**src/hdl/ocss_regs.vh**
```
`ifndef OCSS_REGS_VH
`define OCSS_REGS_VH
// ********************************************************
// Register offsets
// ********************************************************
`define OCSS_ADDR_CTRL 4'h0
`define OCSS_ADDR_TRIM 4'h1
`define OCSS_ADDR_PIN 4'h2
`define OCSS_ADDR_CFG 4'h3
// ********************************************************
// Field positions
// ********************************************************
`define OCSS_CTRL_OPT_LSB 6
`define OCSS_CTRL_INTERNAL_FREQ_SELECT_LSB 4
`define OCSS_CTRL_CRYSTAL_RANGE_SELECT_LSB 2
`define OCSS_CTRL_REQ_BIT 1
`define OCSS_CTRL_ENG_BIT 0
`define OCSS_PIN_OE_BIT 0
`define OCSS_CFG_KEEP_BIT 0
// ********************************************************
// Encodings and reset values
// ********************************************************
`define OCSS_OPT_INT 2'h0
`define OCSS_OPT_EXT 2'h1
`define OCSS_OPT_RC 2'h2
`define OCSS_OPT_XTAL 2'h3
`define OCSS_INTERNAL_FREQ_SELECT_4M 2'h0
`define OCSS_INTERNAL_FREQ_SELECT_8M 2'h1
`define OCSS_INTERNAL_FREQ_SELECT_12M8 2'h2
`define OCSS_TRIM_RST 8'h00
`define OCSS_BUS_DIV 4
`define OCSS_EDGES_NEEDED 2'h2
`endif

```
**src/hdl/ocss_switch.v**
```verilog
`timescale 1ns/1ps
`include "ocss_regs.vh"
// Operation
// - Bus clock runs at one quarter of whichever source is active.
// - Internal oscillator has three frequencies; lowest selected after reset.
// - Full-rate clock follows the selected source frequency.
// - Half-rate clock is full-rate halved, fed onward.
// - Stop mode disables oscillators per enable, unless keep-alive set.
// - Signed 8-bit trim steers internal period, larger means slower.
// - Configured option enables input pin; crystal also claims second pin.
// - After request, two external rising edges, then switch, engaged first.
// - Clearing option and request returns to internal source.
// - External clock mode: pin clock direct, output enable forced clear.
// - Crystal mode: second pin dedicated, output enable bit ignored.
// - Internal or RC: second pin outputs full-rate only when enabled.
// - Option field: 00 internal, 01 external, 10 RC, 11 crystal.
// - Frequency select: 00 4 MHz, 01 8 MHz, 10 12.8 MHz.
// - Request clears on reset, ignored in monitor bypass mode.
// - Engaged status reads one while external source drives clock.
module ocss_switch #(
	parameter TRIM_W = 8
) (
	input wire clk_sys_in,
	input wire rst_n_in,
	input wire [3:0] addr_in,
	input wire [7:0] wdata_in,
	input wire wr_in,
	input wire rd_in,
	output reg [7:0] rdata_out,
	input wire internal_clock_in,
	input wire rc_clock_in,
	input wire crystal_clock_in,
	input wire clock_input_pin_in,
	input wire stop_mode_in,
	input wire sys_osc_enable_in,
	input wire monitor_bypass_in,
	output reg full_rate_clock_out,
	output reg half_rate_clock_out,
	output reg bus_clock_en_out,
	output reg int_osc_run_out,
	output reg rc_osc_run_out,
	output reg xtal_osc_run_out,
	output reg [1:0] int_freq_out,
	output reg [TRIM_W-1:0] trim_setting_out,
	output reg [1:0] crystal_range_select_out,
	output reg clock_input_pin_en_out,
	output reg clock_second_pin_xtal_out,
	output reg clock_second_pin_out,
	output reg clock_second_pin_oe_out
);
	localparam ST_INT = 2'h0;
	localparam ST_WAIT = 2'h1;
	localparam ST_EXT = 2'h2;
	localparam ST_BACK = 2'h3;

	reg [1:0] source_option_q;
	reg [1:0] internal_freq_select_q;
	reg [1:0] crystal_range_select_q;
	reg ext_clock_request_q;
	reg ext_clock_engaged_q;
	reg clk_pin_output_enable_q;
	reg osc_keepalive_in_stop_q;
	reg [TRIM_W-1:0] trim_setting_q;
	reg [1:0] state_q;
	reg [1:0] edge_cnt_q;
	reg [1:0] div_q;
	reg [2:0] src_s1_q;
	reg [2:0] src_s2_q;
	reg [2:0] src_s3_q;
	reg pin_s1_q;
	reg pin_s2_q;
	reg pin_s3_q;
	reg mon_s1_q;
	reg mon_s2_q;
	reg stop_s1_q;
	reg stop_s2_q;
	reg en_s1_q;
	reg en_s2_q;
	reg sel_clk_d;
	reg [7:0] rdata_d;
	wire req_eff;
	wire osc_off;
	wire ext_rise;

	// ********************************************************
	// Input synchronisers
	// ********************************************************
	// Oscillator clocks arrive asynchronously; sampled, not used as clocks
	always @(posedge clk_sys_in or negedge rst_n_in) begin
		if (!rst_n_in) begin
			src_s1_q <= 3'h0;
			src_s2_q <= 3'h0;
			src_s3_q <= 3'h0;
			pin_s1_q <= 1'b0;
			pin_s2_q <= 1'b0;
			pin_s3_q <= 1'b0;
			mon_s1_q <= 1'b0;
			mon_s2_q <= 1'b0;
			stop_s1_q <= 1'b0;
			stop_s2_q <= 1'b0;
			en_s1_q <= 1'b1;
			en_s2_q <= 1'b1;
		end else begin
			src_s1_q <= {crystal_clock_in, rc_clock_in, internal_clock_in};
			src_s2_q <= src_s1_q;
			src_s3_q <= src_s2_q;
			pin_s1_q <= clock_input_pin_in;
			pin_s2_q <= pin_s1_q;
			pin_s3_q <= pin_s2_q;
			mon_s1_q <= monitor_bypass_in;
			mon_s2_q <= mon_s1_q;
			stop_s1_q <= stop_mode_in;
			stop_s2_q <= stop_s1_q;
			en_s1_q <= sys_osc_enable_in;
			en_s2_q <= en_s1_q;
		end
	end

	// Request has no effect in monitor bypass mode
	assign req_eff = ext_clock_request_q & ~mon_s2_q;
	// Keep-alive bit overrides the stop-mode disable
	assign osc_off = stop_s2_q & ~en_s2_q & ~osc_keepalive_in_stop_q;
	// Edge seen on synchronised external source
	assign ext_rise = sel_ext_now(source_option_q, src_s2_q, pin_s2_q) &
		~sel_ext_now(source_option_q, src_s3_q, pin_s3_q);

	// Pick external-source sample by option code
	function sel_ext_now;
		input [1:0] opt;
		input [2:0] src;
		input pin;
		begin
			case (opt)
			`OCSS_OPT_EXT: sel_ext_now = pin;
			`OCSS_OPT_RC: sel_ext_now = src[1];
			`OCSS_OPT_XTAL: sel_ext_now = src[2];
			default: sel_ext_now = 1'b0;
			endcase
		end
	endfunction

	// ********************************************************
	// Register file
	// ********************************************************
	always @(posedge clk_sys_in or negedge rst_n_in) begin
		if (!rst_n_in) begin
			source_option_q <= `OCSS_OPT_INT;
			internal_freq_select_q <= `OCSS_INTERNAL_FREQ_SELECT_4M;
			crystal_range_select_q <= 2'h0;
			ext_clock_request_q <= 1'b0;
			clk_pin_output_enable_q <= 1'b0;
			osc_keepalive_in_stop_q <= 1'b0;
			trim_setting_q <= `OCSS_TRIM_RST;
		end else if (wr_in) begin
			case (addr_in)
			`OCSS_ADDR_CTRL: begin
				source_option_q <= wdata_in[`OCSS_CTRL_OPT_LSB+:2];
				internal_freq_select_q <= wdata_in[`OCSS_CTRL_INTERNAL_FREQ_SELECT_LSB+:2];
				crystal_range_select_q <= wdata_in[`OCSS_CTRL_CRYSTAL_RANGE_SELECT_LSB+:2];
				ext_clock_request_q <= wdata_in[`OCSS_CTRL_REQ_BIT];
			end
			`OCSS_ADDR_TRIM: trim_setting_q <= wdata_in[TRIM_W-1:0];
			`OCSS_ADDR_PIN: begin
				clk_pin_output_enable_q <= wdata_in[`OCSS_PIN_OE_BIT];
			end
			`OCSS_ADDR_CFG: begin
				osc_keepalive_in_stop_q <= wdata_in[`OCSS_CFG_KEEP_BIT];
			end
			default: begin
			end
			endcase
		end
	end

	// Read mux; engaged status is read only
	always @* begin
		rdata_d = 8'h00;
		case (addr_in)
		`OCSS_ADDR_CTRL: begin
			rdata_d = {source_option_q, internal_freq_select_q,
				crystal_range_select_q, ext_clock_request_q,
				ext_clock_engaged_q};
		end
		`OCSS_ADDR_TRIM: rdata_d = trim_setting_q;
		`OCSS_ADDR_PIN: rdata_d = {7'h00, clk_pin_output_enable_q};
		`OCSS_ADDR_CFG: rdata_d = {7'h00, osc_keepalive_in_stop_q};
		default: rdata_d = 8'h00;
		endcase
	end

	// Read data valid only the cycle after the strobe
	always @(posedge clk_sys_in or negedge rst_n_in) begin
		if (!rst_n_in) begin
			rdata_out <= 8'h00;
		end else if (rd_in) begin
			rdata_out <= rdata_d;
		end else begin
			rdata_out <= 8'h00;
		end
	end

	// ********************************************************
	// Switch sequencer
	// ********************************************************
	// Internal keeps running until engaged is set, so never clockless
	always @(posedge clk_sys_in or negedge rst_n_in) begin
		if (!rst_n_in) begin
			state_q <= ST_INT;
			edge_cnt_q <= 2'h0;
			ext_clock_engaged_q <= 1'b0;
		end else begin
			case (state_q)
			ST_INT: begin
				edge_cnt_q <= 2'h0;
				if (req_eff && source_option_q != `OCSS_OPT_INT) begin
					state_q <= ST_WAIT;
				end
			end
			ST_WAIT: begin
				if (!req_eff) begin
					state_q <= ST_INT;
				end else if (ext_rise) begin
					if (edge_cnt_q == `OCSS_EDGES_NEEDED - 2'h1) begin
						ext_clock_engaged_q <= 1'b1;
						state_q <= ST_EXT;
					end
					edge_cnt_q <= edge_cnt_q + 2'h1;
				end
			end
			ST_EXT: begin
				if (!req_eff && source_option_q == `OCSS_OPT_INT) begin
					state_q <= ST_BACK;
				end
			end
			ST_BACK: begin
				// Internal restarted this cycle; release external next
				ext_clock_engaged_q <= 1'b0;
				state_q <= ST_INT;
			end
			default: state_q <= ST_INT;
			endcase
		end
	end

	// ********************************************************
	// Clock selection and dividers
	// ********************************************************
	// Source mux; engaged flag gates external selection
	always @* begin
		sel_clk_d = src_s2_q[0];
		if (ext_clock_engaged_q && state_q != ST_BACK) begin
			sel_clk_d = sel_ext_now(source_option_q, src_s2_q,
				pin_s2_q);
		end
		if (osc_off) begin
			sel_clk_d = 1'b0;
		end
	end

	// Divide chain: half rate, then bus enable at one quarter
	always @(posedge clk_sys_in or negedge rst_n_in) begin
		if (!rst_n_in) begin
			div_q <= 2'h0;
			full_rate_clock_out <= 1'b0;
			half_rate_clock_out <= 1'b0;
			bus_clock_en_out <= 1'b0;
		end else begin
			full_rate_clock_out <= sel_clk_d;
			bus_clock_en_out <= 1'b0;
			if (sel_clk_d && !full_rate_clock_out) begin
				div_q <= div_q + 2'h1;
				half_rate_clock_out <= ~half_rate_clock_out;
				bus_clock_en_out <= (div_q == `OCSS_BUS_DIV - 1);
			end
		end
	end

	// ********************************************************
	// Oscillator enables and pin control
	// ********************************************************
	always @(posedge clk_sys_in or negedge rst_n_in) begin
		if (!rst_n_in) begin
			int_osc_run_out <= 1'b1;
			rc_osc_run_out <= 1'b0;
			xtal_osc_run_out <= 1'b0;
			int_freq_out <= `OCSS_INTERNAL_FREQ_SELECT_4M;
			trim_setting_out <= `OCSS_TRIM_RST;
			crystal_range_select_out <= 2'h0;
			clock_input_pin_en_out <= 1'b0;
			clock_second_pin_xtal_out <= 1'b0;
			clock_second_pin_out <= 1'b0;
			clock_second_pin_oe_out <= 1'b0;
		end else begin
			// Internal stops once engaged or on osc_off; restarts on return
			int_osc_run_out <= ~osc_off &
				(~ext_clock_engaged_q | state_q == ST_BACK);
			rc_osc_run_out <= ~osc_off &
				(source_option_q == `OCSS_OPT_RC);
			xtal_osc_run_out <= ~osc_off &
				(source_option_q == `OCSS_OPT_XTAL);
			int_freq_out <= internal_freq_select_q;
			trim_setting_out <= trim_setting_q;
			crystal_range_select_out <= crystal_range_select_q;
			clock_input_pin_en_out <=
				(source_option_q != `OCSS_OPT_INT);
			clock_second_pin_xtal_out <=
				(source_option_q == `OCSS_OPT_XTAL);
			clock_second_pin_out <= sel_clk_d;
			// External and crystal force the output enable off
			clock_second_pin_oe_out <= clk_pin_output_enable_q &
				(source_option_q == `OCSS_OPT_INT ||
				source_option_q == `OCSS_OPT_RC);
		end
	end
endmodule

```
**config.mk**
```make
export PLATFORM = sky130hd
export DESIGN_NAME = ocss_switch
export DESIGN_NICKNAME = d
export VERILOG_FILES = /design/src/hdl/ocss_switch.v
export VERILOG_INCLUDE_DIRS = /design/src /design/src/hdl
export SDC_FILE = /design/constraint.sdc
export NUM_CORES = 1
export LEC_CHECK = 0
export CORE_ASPECT_RATIO = 1.5
export CORE_UTILIZATION = 35
export CTS_BUF_LIST = sky130_fd_sc_hd__clkbuf_16
export DETAILED_ROUTE_END_ITERATION = 10
export DONT_BUFFER_PORTS = 1
export PLACE_DENSITY_LB_ADDON = 0.05
export SYNTH_ARGS = -nofsm -noshare
export SYNTH_HDL_FRONTEND = slang
export SYNTH_SLANG_ARGS = --single-unit
```
**constraint.sdc**
```tcl
create_clock -name clk_sys_in -period 1.7 [get_ports clk_sys_in]
set_input_delay 0.085 -clock clk_sys_in [delete_from_list [all_inputs] [get_ports clk_sys_in]]
set_output_delay 0.085 -clock clk_sys_in [all_outputs]
set_load 0.1 [all_outputs]
```
==> metrics.txt, run 1 <==
FILL cells=between 600 and 700; Final setup viols=0; Site Rows=37; layout cells sized above 1=a little under two fifths; DRC viols=3; Top delay family on crit path=compound AO/OA/AOI/OAI gates; Layout Skew=0.00449 ns; Post-Route WL=about 5200 microns; Clock Sinks=70; total power draw=roughly 5.2 mW; Worst Setup End Kind=register; synth unique cells=39; Inserted Diodes=0; FMAX=around 0.6 GHz; global route overflow=0; area fraction of the dominant cell type after synthesis=between 60% and 70%; crit-path max FO=7; total track usage=~16%; Syn. warnings=0; Vias/cell=between 4 and 5; Required @ worst endpoint=1.96 ns; Area contributors post-synth=dfrtp_1 (67%), mux2_2 (8.1%), dfstp_2 (3.1%); die area=between 7000 and 8000 sq um; Worst-Margin Slew=about 0.55 ns; post-place setup slack=0.0167 ns; Seq/Total Area, Yosys=69.9%; Final Hold Vio Count=70; Hold Buf Count CTS=19; CP max-delay cell=dfrtp_2; Pleak=around 1.5 nW; 1st-pass router iterations=9; RSZ-0062 raised after global routing=no; vias in the first global route=between 1500 and 2000; largest net degree at the start of global routing=71; final core utilization=between 40% and 50%; final setup margin=approximately 0.056 ns; CP max stage delay=around 0.42 ns; sum of negative setup slack=0 ns; cell area after synthesis=2510 sq um; # H-tree levels=3; Routed wire per std cell=between 15 and 20 microns; Num CTS Buffers=9; Die H=between 100 and 150 microns; CTS tree=built; Min-Delay Path Class=input pin to async pin; fin cells=approximately 310; Max VDD drop=just over 800 uV; min cycle time layout=between 1.5 and 2 ns; placed insts=~270; max-slew violation count=0; Crit Path Category=register to register; Area Growth Syn to Fin=33.2%; Clock Root Buffer=clkbuf_16; max_slew headroom=between 60% and 70%; flops & latches, synth=70; nets=250; clk slew on worst S/H paths=roughly 0.060 ns; crit path DAT=1.91 ns; Mapped Nets=between 150 and 200; WP buf/inv=0; crit share post-route=96.7%; worst hold margin=-0.545 ns; Synth Area per Inst=~16 sq um; Post-synth EDFFs=0; Iter 0 DRT Violations=between 100 and 150; Mapped Cells=161; crit path launch type=register; HPWL Detailed=about 3400 microns; Final ANT Viol Nets=0; prevailing post-synth register cell=dfrtp_1; Starting Density=between 30% and 40%; Core Area=between 6000 and 7000 sq um; initial antenna violation count=0; maxcap violations=0; cell area after placement=between 2000 and 3000 sq um; clk buf depth=2; most common cell after layout, fill and taps aside=dfrtp_1; insertion delay to the later sink of the worst-skew pair=0.32 ns; highest-count cells in the layout ignoring fill and taps=dfrtp_1 (65), buf_4 (36), dlygate4sd3_1 (19), mux2_2 (18), nor2_1 (13); area leader, netlist=dfrtp_1; RePlAce Congestion=roughly 0.7; port buffer count=0; Vias=between 1500 and 2000; failing checks=design-rule violations, negative hold slack; post-route design area=~3300 sq um; I/O Pins=53; status=finished with violations; die width=roughly 71 microns; asr flop ratio synth=100%; first-pass GRT wire length=approximately 8600 microns; CP cell instances=mux2_2 -> a221oi_4 -> nor4b_1 -> a211o_1; PD cells=1560 nW/um^2
Yosys cell counts (2+ instances only):
cell / number
a21oi_1: 2
a22oi_1: 7
and2_1: 2
buf_4: 2
dfrtp_1: 67
dfstp_2: 3
ha_1: 2
inv_1: 3
mux2_2: 18
mux2_4: 2
nand2_1: 7
nand2b_1: 2
nand3_1: 2
nand4_1: 2
nor2_1: 13
nor2b_1: 3
xor2_1: 2
state kept, by name, summed over array words and instances (netlist names), 3 cells and up, named ones only:
name and flops:
rdata_out 8, src_s1_q 3, src_s2_q 3, trim_setting_out 8
trim_setting_q 8
where the power goes:
part / total [mW] / switching [mW] / internal [mW]
clock network: 1.67 / 0.688 / 0.987
registers: 2.09 / 0.159 / 1.93
logic: 1.46 / 1.08 / 0.384
total: 5.22 / 1.92 / 3.30
path summary, 6_finish.rpt:
path | from | endpoint | slack (ns) | cells past startpoint
max | source_option_q[1] | edge_cnt_q[0] | 0.06 | 4
min | rst_n_in | rc_osc_run_out | -0.54 | 0
max reg2reg | source_option_q[1] | edge_cnt_q[0] | 0.06 | 4
min reg2reg | src_s1_q[2] | src_s2_q[2] | 0.35 | 0
max in group asynchronous | rst_n_in | en_s1_q | 2.04 | 0
min in group clk_sys_in | addr_in[1] | osc_keepalive_in_stop_q | 0.01 | 2
cell families (layout without fill, tap and decap cells):
logic type / count (synthesis) / in the layout / synth area share, %
and+or+nand+nor: 40 / 40 / 9.17
AOI/OAI and AO/OA: 21 / 21 / 7.98
xor gates and xnor gates: 2 / 2 / 0.698
DFF: 70 / 70 / 69.9
muxes: 21 / 21 / 10.2
adders and majority gates: 2 / 2 / 0.997
buffers and inverters: 5 / 74 / 1.05
area by class of cell:
cell class | instances | area (sq um) | share of cell area [%]
Clock buffer | 9 | 225 | 6.74
Tap cell | 78 | 97.6 | 2.92
Multi-Input combinational cell | 86 | 739 | 22.1
Sequential cell | 70 | 1760 | 52.6
Inverter | 3 | 11.3 | 0.337
Timing Repair Buffer | 55 | 460 | 13.8
Clock inverter | 7 | 51.3 | 1.53
metal layers:
layer	track usage [%]	wire length, microns	up-vias
li1	-	-	701
met1	16.8	2040	782
met2	27.7	2860	45
met3	3.73	215	6
met4	9.43	91	0
met5	0	0	-
what timing repair did:
action	CTS	global route
endpoints found under the setup margin	0	5
gates resized for setup	0	2
setup buffers	0	0
hold endpoints to repair	95	70
Power figures use the tool's default switching activity.
==> run 2: changes to the inputs <==
Settings changed: MAX_ROUTING_LAYER set to met4.
==> run 2 against run 1 <==
Compared with the run above: the run still ends with design-rule violations, negative hold slack left; register-to-register slack about the same; largest cell class unchanged; first-iteration DRC count decreased by 7.1%; count of clock-buffer cells in the layout unchanged; flip-flop and latch count unchanged; global-route usage increased by 0.46 points; setup slack got worse by 0.0020 ns; clock power about the same; routed wire length increased by 0.42%; cell area unchanged.
==> metrics.txt, run 2 (synthesis gave the netlist of run 1 again) <==
Pleak=1.53 nW (unchanged); die width=71.1 microns (unchanged); worst hold margin=-0.547 ns (-0.00213 ns); crit-path max FO=7 (unchanged); port buffer count=0 (unchanged); placed insts=273 (unchanged); max_slew headroom=63.9% (about the same); nets=250 (unchanged); largest net degree at the start of global routing=71 (unchanged); PD cells=1560 nW/um^2 (about the same); Post-Route WL=5230 microns (+0.42%); Starting Density=36.4% (unchanged); FILL cells=628 (unchanged); first-pass GRT wire length=8630 microns (about the same); Site Rows=37 (unchanged); 1st-pass router iterations=9 (unchanged); Layout Skew=0.00456 ns (+0.0000786 ns); Area Growth Syn to Fin=33.2% (unchanged); RSZ-0062 raised after global routing=no; highest-count cells in the layout ignoring fill and taps=dfrtp_1 (65), buf_4 (36), dlygate4sd3_1 (19), mux2_2 (18), nor2_1 (13); maxcap violations=0 (unchanged); Vias/cell=4.95 (-0.52%); status=finished with violations; Final ANT Viol Nets=0 (unchanged); total track usage=16.2% (+0.46 points); CP max-delay cell=dfrtp_2; vias in the first global route=1700 (-0.18%); Num CTS Buffers=9 (unchanged); CP max stage delay=0.43 ns (about the same); Die H=106 microns (unchanged); Clock Sinks=70 (unchanged); Hold Buf Count CTS=19 (unchanged); CTS tree=built; Regs by FF count=rdata_out (8), trim_setting_out (8), trim_setting_q (8); layout cells sized above 1=37.8% (unchanged); sum of negative setup slack=0 ns (unchanged); Crit Path Category=register to register; crit share post-route=96.8% (+0.12 points); DRC viols=3 (unchanged); Iter 0 DRT Violations=118 (-7.1%); most common cell after layout, fill and taps aside=dfrtp_1; CP cell instances=mux2_2 -> a221oi_4 -> nor4b_1 -> a211o_1; max-slew violation count=0 (unchanged); Clock Root Buffer=clkbuf_16; RePlAce Congestion=0.718 (+1.1%); HPWL Detailed=3390 microns (unchanged); global route overflow=0 (unchanged); crit path DAT=1.91 ns (about the same); fin cells=308 (unchanged); Final Hold Vio Count=70 (unchanged); failing checks=design-rule violations, negative hold slack; crit path launch type=register; Inserted Diodes=0 (unchanged); # H-tree levels=3 (unchanged); insertion delay to the later sink of the worst-skew pair=0.32 ns (about the same); Vias=1526 (-0.52%); die area=7520 sq um (unchanged); initial antenna violation count=0 (unchanged); clk slew on worst S/H paths=0.06 ns (about the same); Required @ worst endpoint=1.97 ns (about the same); I/O Pins=53 (unchanged); Core Area=6900 sq um (unchanged); Min-Delay Path Class=input pin to async pin; clk buf depth=2 (unchanged); Max VDD drop=808 uV (-0.15%); Final setup viols=0 (unchanged); FMAX=0.607 GHz (-0.12%); Worst Setup End Kind=register; min cycle time layout=1.65 ns (+0.00196 ns); Setup Fix Bufs, Post-CTS=0 (unchanged); Routed wire per std cell=17.0 microns (+0.42%); Worst-Margin Slew=0.546 ns (-0.000000894 ns)
==> run 2: cell counts in the layout (fill, tap and decap cells not counted) <==
No cell type changed its count.
==> run 2: final cells by class <==
class | instances | area, sq um | share of cell area [%]
well taps | 78 | 97.6 | 2.92
clock buffers | 9 | 225 | 6.74
multi-input cells | 86 | 739 | 22.1
repair buffers | 55 | 460 | 13.8
clock inverters | 7 | 51.3 | 1.53
flip-flops and latches | 70 | 1760 | 52.6
inverters | 3 | 11.3 | 0.337
==> run 2: worst max-delay path: cells and delay by family (launching register included) <==
kind,cells,cell delay (ns)
DFF,1,0.43
and+or+nand+nor,1,0.33
muxes,1,0.39
AOI/OAI and AO/OA,2,0.44
==> run 2: layer usage <==
metal  wire (microns)  vias up  track usage (%)
met2             2850       45             27.6
met4              113        0             9.43
met3              201        9             3.73
li1                 -      698                -
met1             2060      774             16.9
met5                0        -                -
==> run 2: path summary, 6_finish.rpt <==
kind	start	to	slack [ns]	cells after the start
worst min-delay path	rst_n_in	rc_osc_run_out	-0.55	0
worst min register to register	src_s1_q[2]	src_s2_q[2]	0.35	0
max in group asynchronous	rst_n_in	en_s1_q	2.05	0
min in group clk_sys_in	addr_in[1]	osc_keepalive_in_stop_q	0.01	2
worst max register to register	source_option_q[1]	edge_cnt_q[0]	0.05	4
worst max-delay path	source_option_q[1]	edge_cnt_q[0]	0.05	4
==> run 2: metrics by stage <==
step / utilization, % / cell area, sq um / worst slack, ns / power, mW / hold slack (ns)
floorplan: - / 2510 / 0.0114 / 3.22 / -0.211
global placement: 41.5 / 2860 / 0.101 / 3.52 / -0.208
detailed placement: 41.5 / 2860 / 0.0167 / 3.54 / -0.208
CTS: 48.3 / 3330 / 0.00371 / 5.28 / -0.562
global route: 48.5 / 3340 / 0.0139 / 5.42 / -0.561
finish: 48.5 / 3340 / 0.0537 / 5.23 / -0.547
==> run 2: power breakdown <==
part	switching (mW)	total, mW	internal [mW]	leakage [nW]
clock	0.689	1.68	0.987	0.131
combinational	1.08	1.46	0.384	0.533
sequential	0.159	2.09	1.93	0.866
total	1.93	5.23	3.30	1.53
==> run 2: what timing repair did <==
action	in CTS	in global routing
endpoints found under the setup margin	0	5
endpoints found under the hold margin	95	70
gates resized for setup	0	2
==> run 3: changes to the inputs <==
Settings changed: CELL_PAD_IN_SITES_DETAIL_PLACEMENT set to 1, CELL_PAD_IN_SITES_GLOBAL_PLACEMENT set to 2.
==> run 3 against run 2 <==
Compared with the run above: the flow still finishes with violations (design-rule violations, negative hold slack); first-iteration DRC count is 52% lower; via count increased by 1.5%; register-to-register slack improved by 0.05 ns; largest power group unchanged; highest routed layer unchanged.
==> metrics.txt, run 3 (synthesis gave the netlist of run 1 again) <==
max_slew headroom=63.8% (-0.10 points); crit path DAT=1.80 ns (-0.11 ns); initial antenna violation count=0 (unchanged); Final setup viols=0 (unchanged); first-pass GRT wire length=8840 microns (+2.4%); Max VDD drop=1020 uV (+26%); CTS tree=built; maxcap violations=0 (unchanged); failing checks=design-rule violations, negative hold slack; layout cells sized above 1=38.1% (+0.27 points); Clock Root Buffer=clkbuf_16; crit path launch type=register; Required @ worst endpoint=1.91 ns (-0.06 ns); post-place setup slack=-0.0220 ns (-0.0387 ns); crit share post-route=93.8% (-3.1 points); I/O Pins=53 (unchanged); Hold Buf Count CTS=18 (-1); cell area after placement=2860 sq um (unchanged); highest-count cells in the layout ignoring fill and taps=dfrtp_1 (65), buf_4 (38), mux2_2 (18), dlygate4sd3_1 (18), nor2_1 (13); insertion delay to the later sink of the worst-skew pair=0.32 ns (about the same); PD cells=1640 nW/um^2 (+4.7%); largest net degree at the start of global routing=71 (unchanged); total power draw=5.56 mW (+6.3%); Pleak=1.55 nW (+1.6%); RePlAce Congestion=0.774 (+7.9%); Clock Sinks=70 (unchanged); Routed wire per std cell=17.2 microns (+1.6%); Vias/cell=5.01 (+1.2%); die area=7520 sq um (unchanged); min cycle time layout=1.59 ns (-0.0520 ns); post-route design area=3390 sq um (+1.5%); Vias=1549 (+1.5%); Num CTS Buffers=9 (unchanged); total track usage=16.4% (+0.12 points); Min-Delay Path Class=input pin to async pin; crit-path max FO=5 (-2); DRC viols=2 (-1); clk buf depth=2 (unchanged); Iter 0 DRT Violations=57 (-52%); Site Rows=37 (unchanged); global route overflow=0 (unchanged); status=finished with violations; Final ANT Viol Nets=0 (unchanged); Die H=106 microns (unchanged); clk slew on worst S/H paths=0.06 ns (about the same); worst hold margin=-0.548 ns (-0.00135 ns); Crit Path Category=register to register; Area Growth Syn to Fin=35.2%; HPWL Detailed=3650 microns (+7.7%); FILL cells=720 (+15%); sum of negative setup slack=0 ns (unchanged); 1st-pass router iterations=10 (+1); Inserted Diodes=0 (unchanged); # H-tree levels=3 (unchanged); Worst-Margin Slew=0.548 ns (+0.00155 ns); most common cell after layout, fill and taps aside=dfrtp_1; Regs by FF count=rdata_out (8), trim_setting_out (8), trim_setting_q (8); Worst Setup End Kind=register; die width=71.1 microns (unchanged); vias in the first global route=1772 (+4.2%); port buffer count=0 (unchanged); Core Area=6900 sq um (unchanged); Starting Density=36.4% (unchanged); RSZ-0062 raised after global routing=no; FMAX=0.627 GHz (+3.3%); Final Hold Vio Count=70 (unchanged); Layout Skew=0.00391 ns (-0.000656 ns); max-slew violation count=0 (unchanged); final setup margin=0.106 ns (+0.0520 ns); Post-Route WL=5330 microns (+2.0%); nets=251 (+0.40%)
-- run 3: stage by stage --
step / cells / utilization [%]
after floorplan: 161 / -
after CTS: 307 / 48.8
final: 309 / 49.2
after detailed placement: 273 / 41.5
after global routing: 309 / 49.2
after global placement: 273 / 41.5
-- run 3: final cells by class --
class                   count  area [sq um]  area share [%]
inverters                   3          11.3           0.332
well taps                  78          97.6            2.88
flip-flops and latches     70          1760            51.8
clock inverters             7          97.6            2.88
repair buffers             56           465            13.7
clock buffers               9           225            6.63
multi-input cells          86           739            21.8
-- run 3: report_power, final --
part	switching, mW	internal (mW)
registers	0.162	1.93
clock network	0.699	1.29
logic	1.08	0.395
total	1.94	3.61
-- run 3: worst max-delay path, stage by stage (launching register included) --
cell and delay, ns:
dfrtp_2 0.40, mux2_2 0.38, a221oi_4 0.31, a21oi_1 0.11, a211o_1 0.27
-- run 3: timing repair --
item | CTS | global route
setup endpoints to repair | 1 | 2
hold endpoints to repair | 95 | 70
setup buffers | 0 | 2
gates resized for setup | 1 | 1
-- run 3: path summary, 6_finish.rpt --
check                                         from                to  slack, ns  depth (start not counted)
max in group asynchronous                 rst_n_in           en_s2_q       2.05                          0
worst min register to register         src_s1_q[2]       src_s2_q[2]       0.35                          0
worst max register to register  source_option_q[1]     edge_cnt_q[0]       0.11                          4
min in group clk_sys_in                 addr_in[2]      rdata_out[0]       0.01                          2
worst min-delay path                      rst_n_in  bus_clock_en_out      -0.55                          0
worst max-delay path            source_option_q[1]     edge_cnt_q[0]       0.11                          4
-- run 3: metal layers --
| layer | up-vias | global-route usage [%] | share of wire [%] |
|---|---|---|---|
| li1 | 704 | - | - |
| met1 | 797 | 18.1 | 40 |
| met2 | 39 | 27.8 | 54 |
| met3 | 9 | 4.59 | 4.0 |
| met4 | 0 | 6.00 | 1.7 |
| met5 | - | - | 0 |
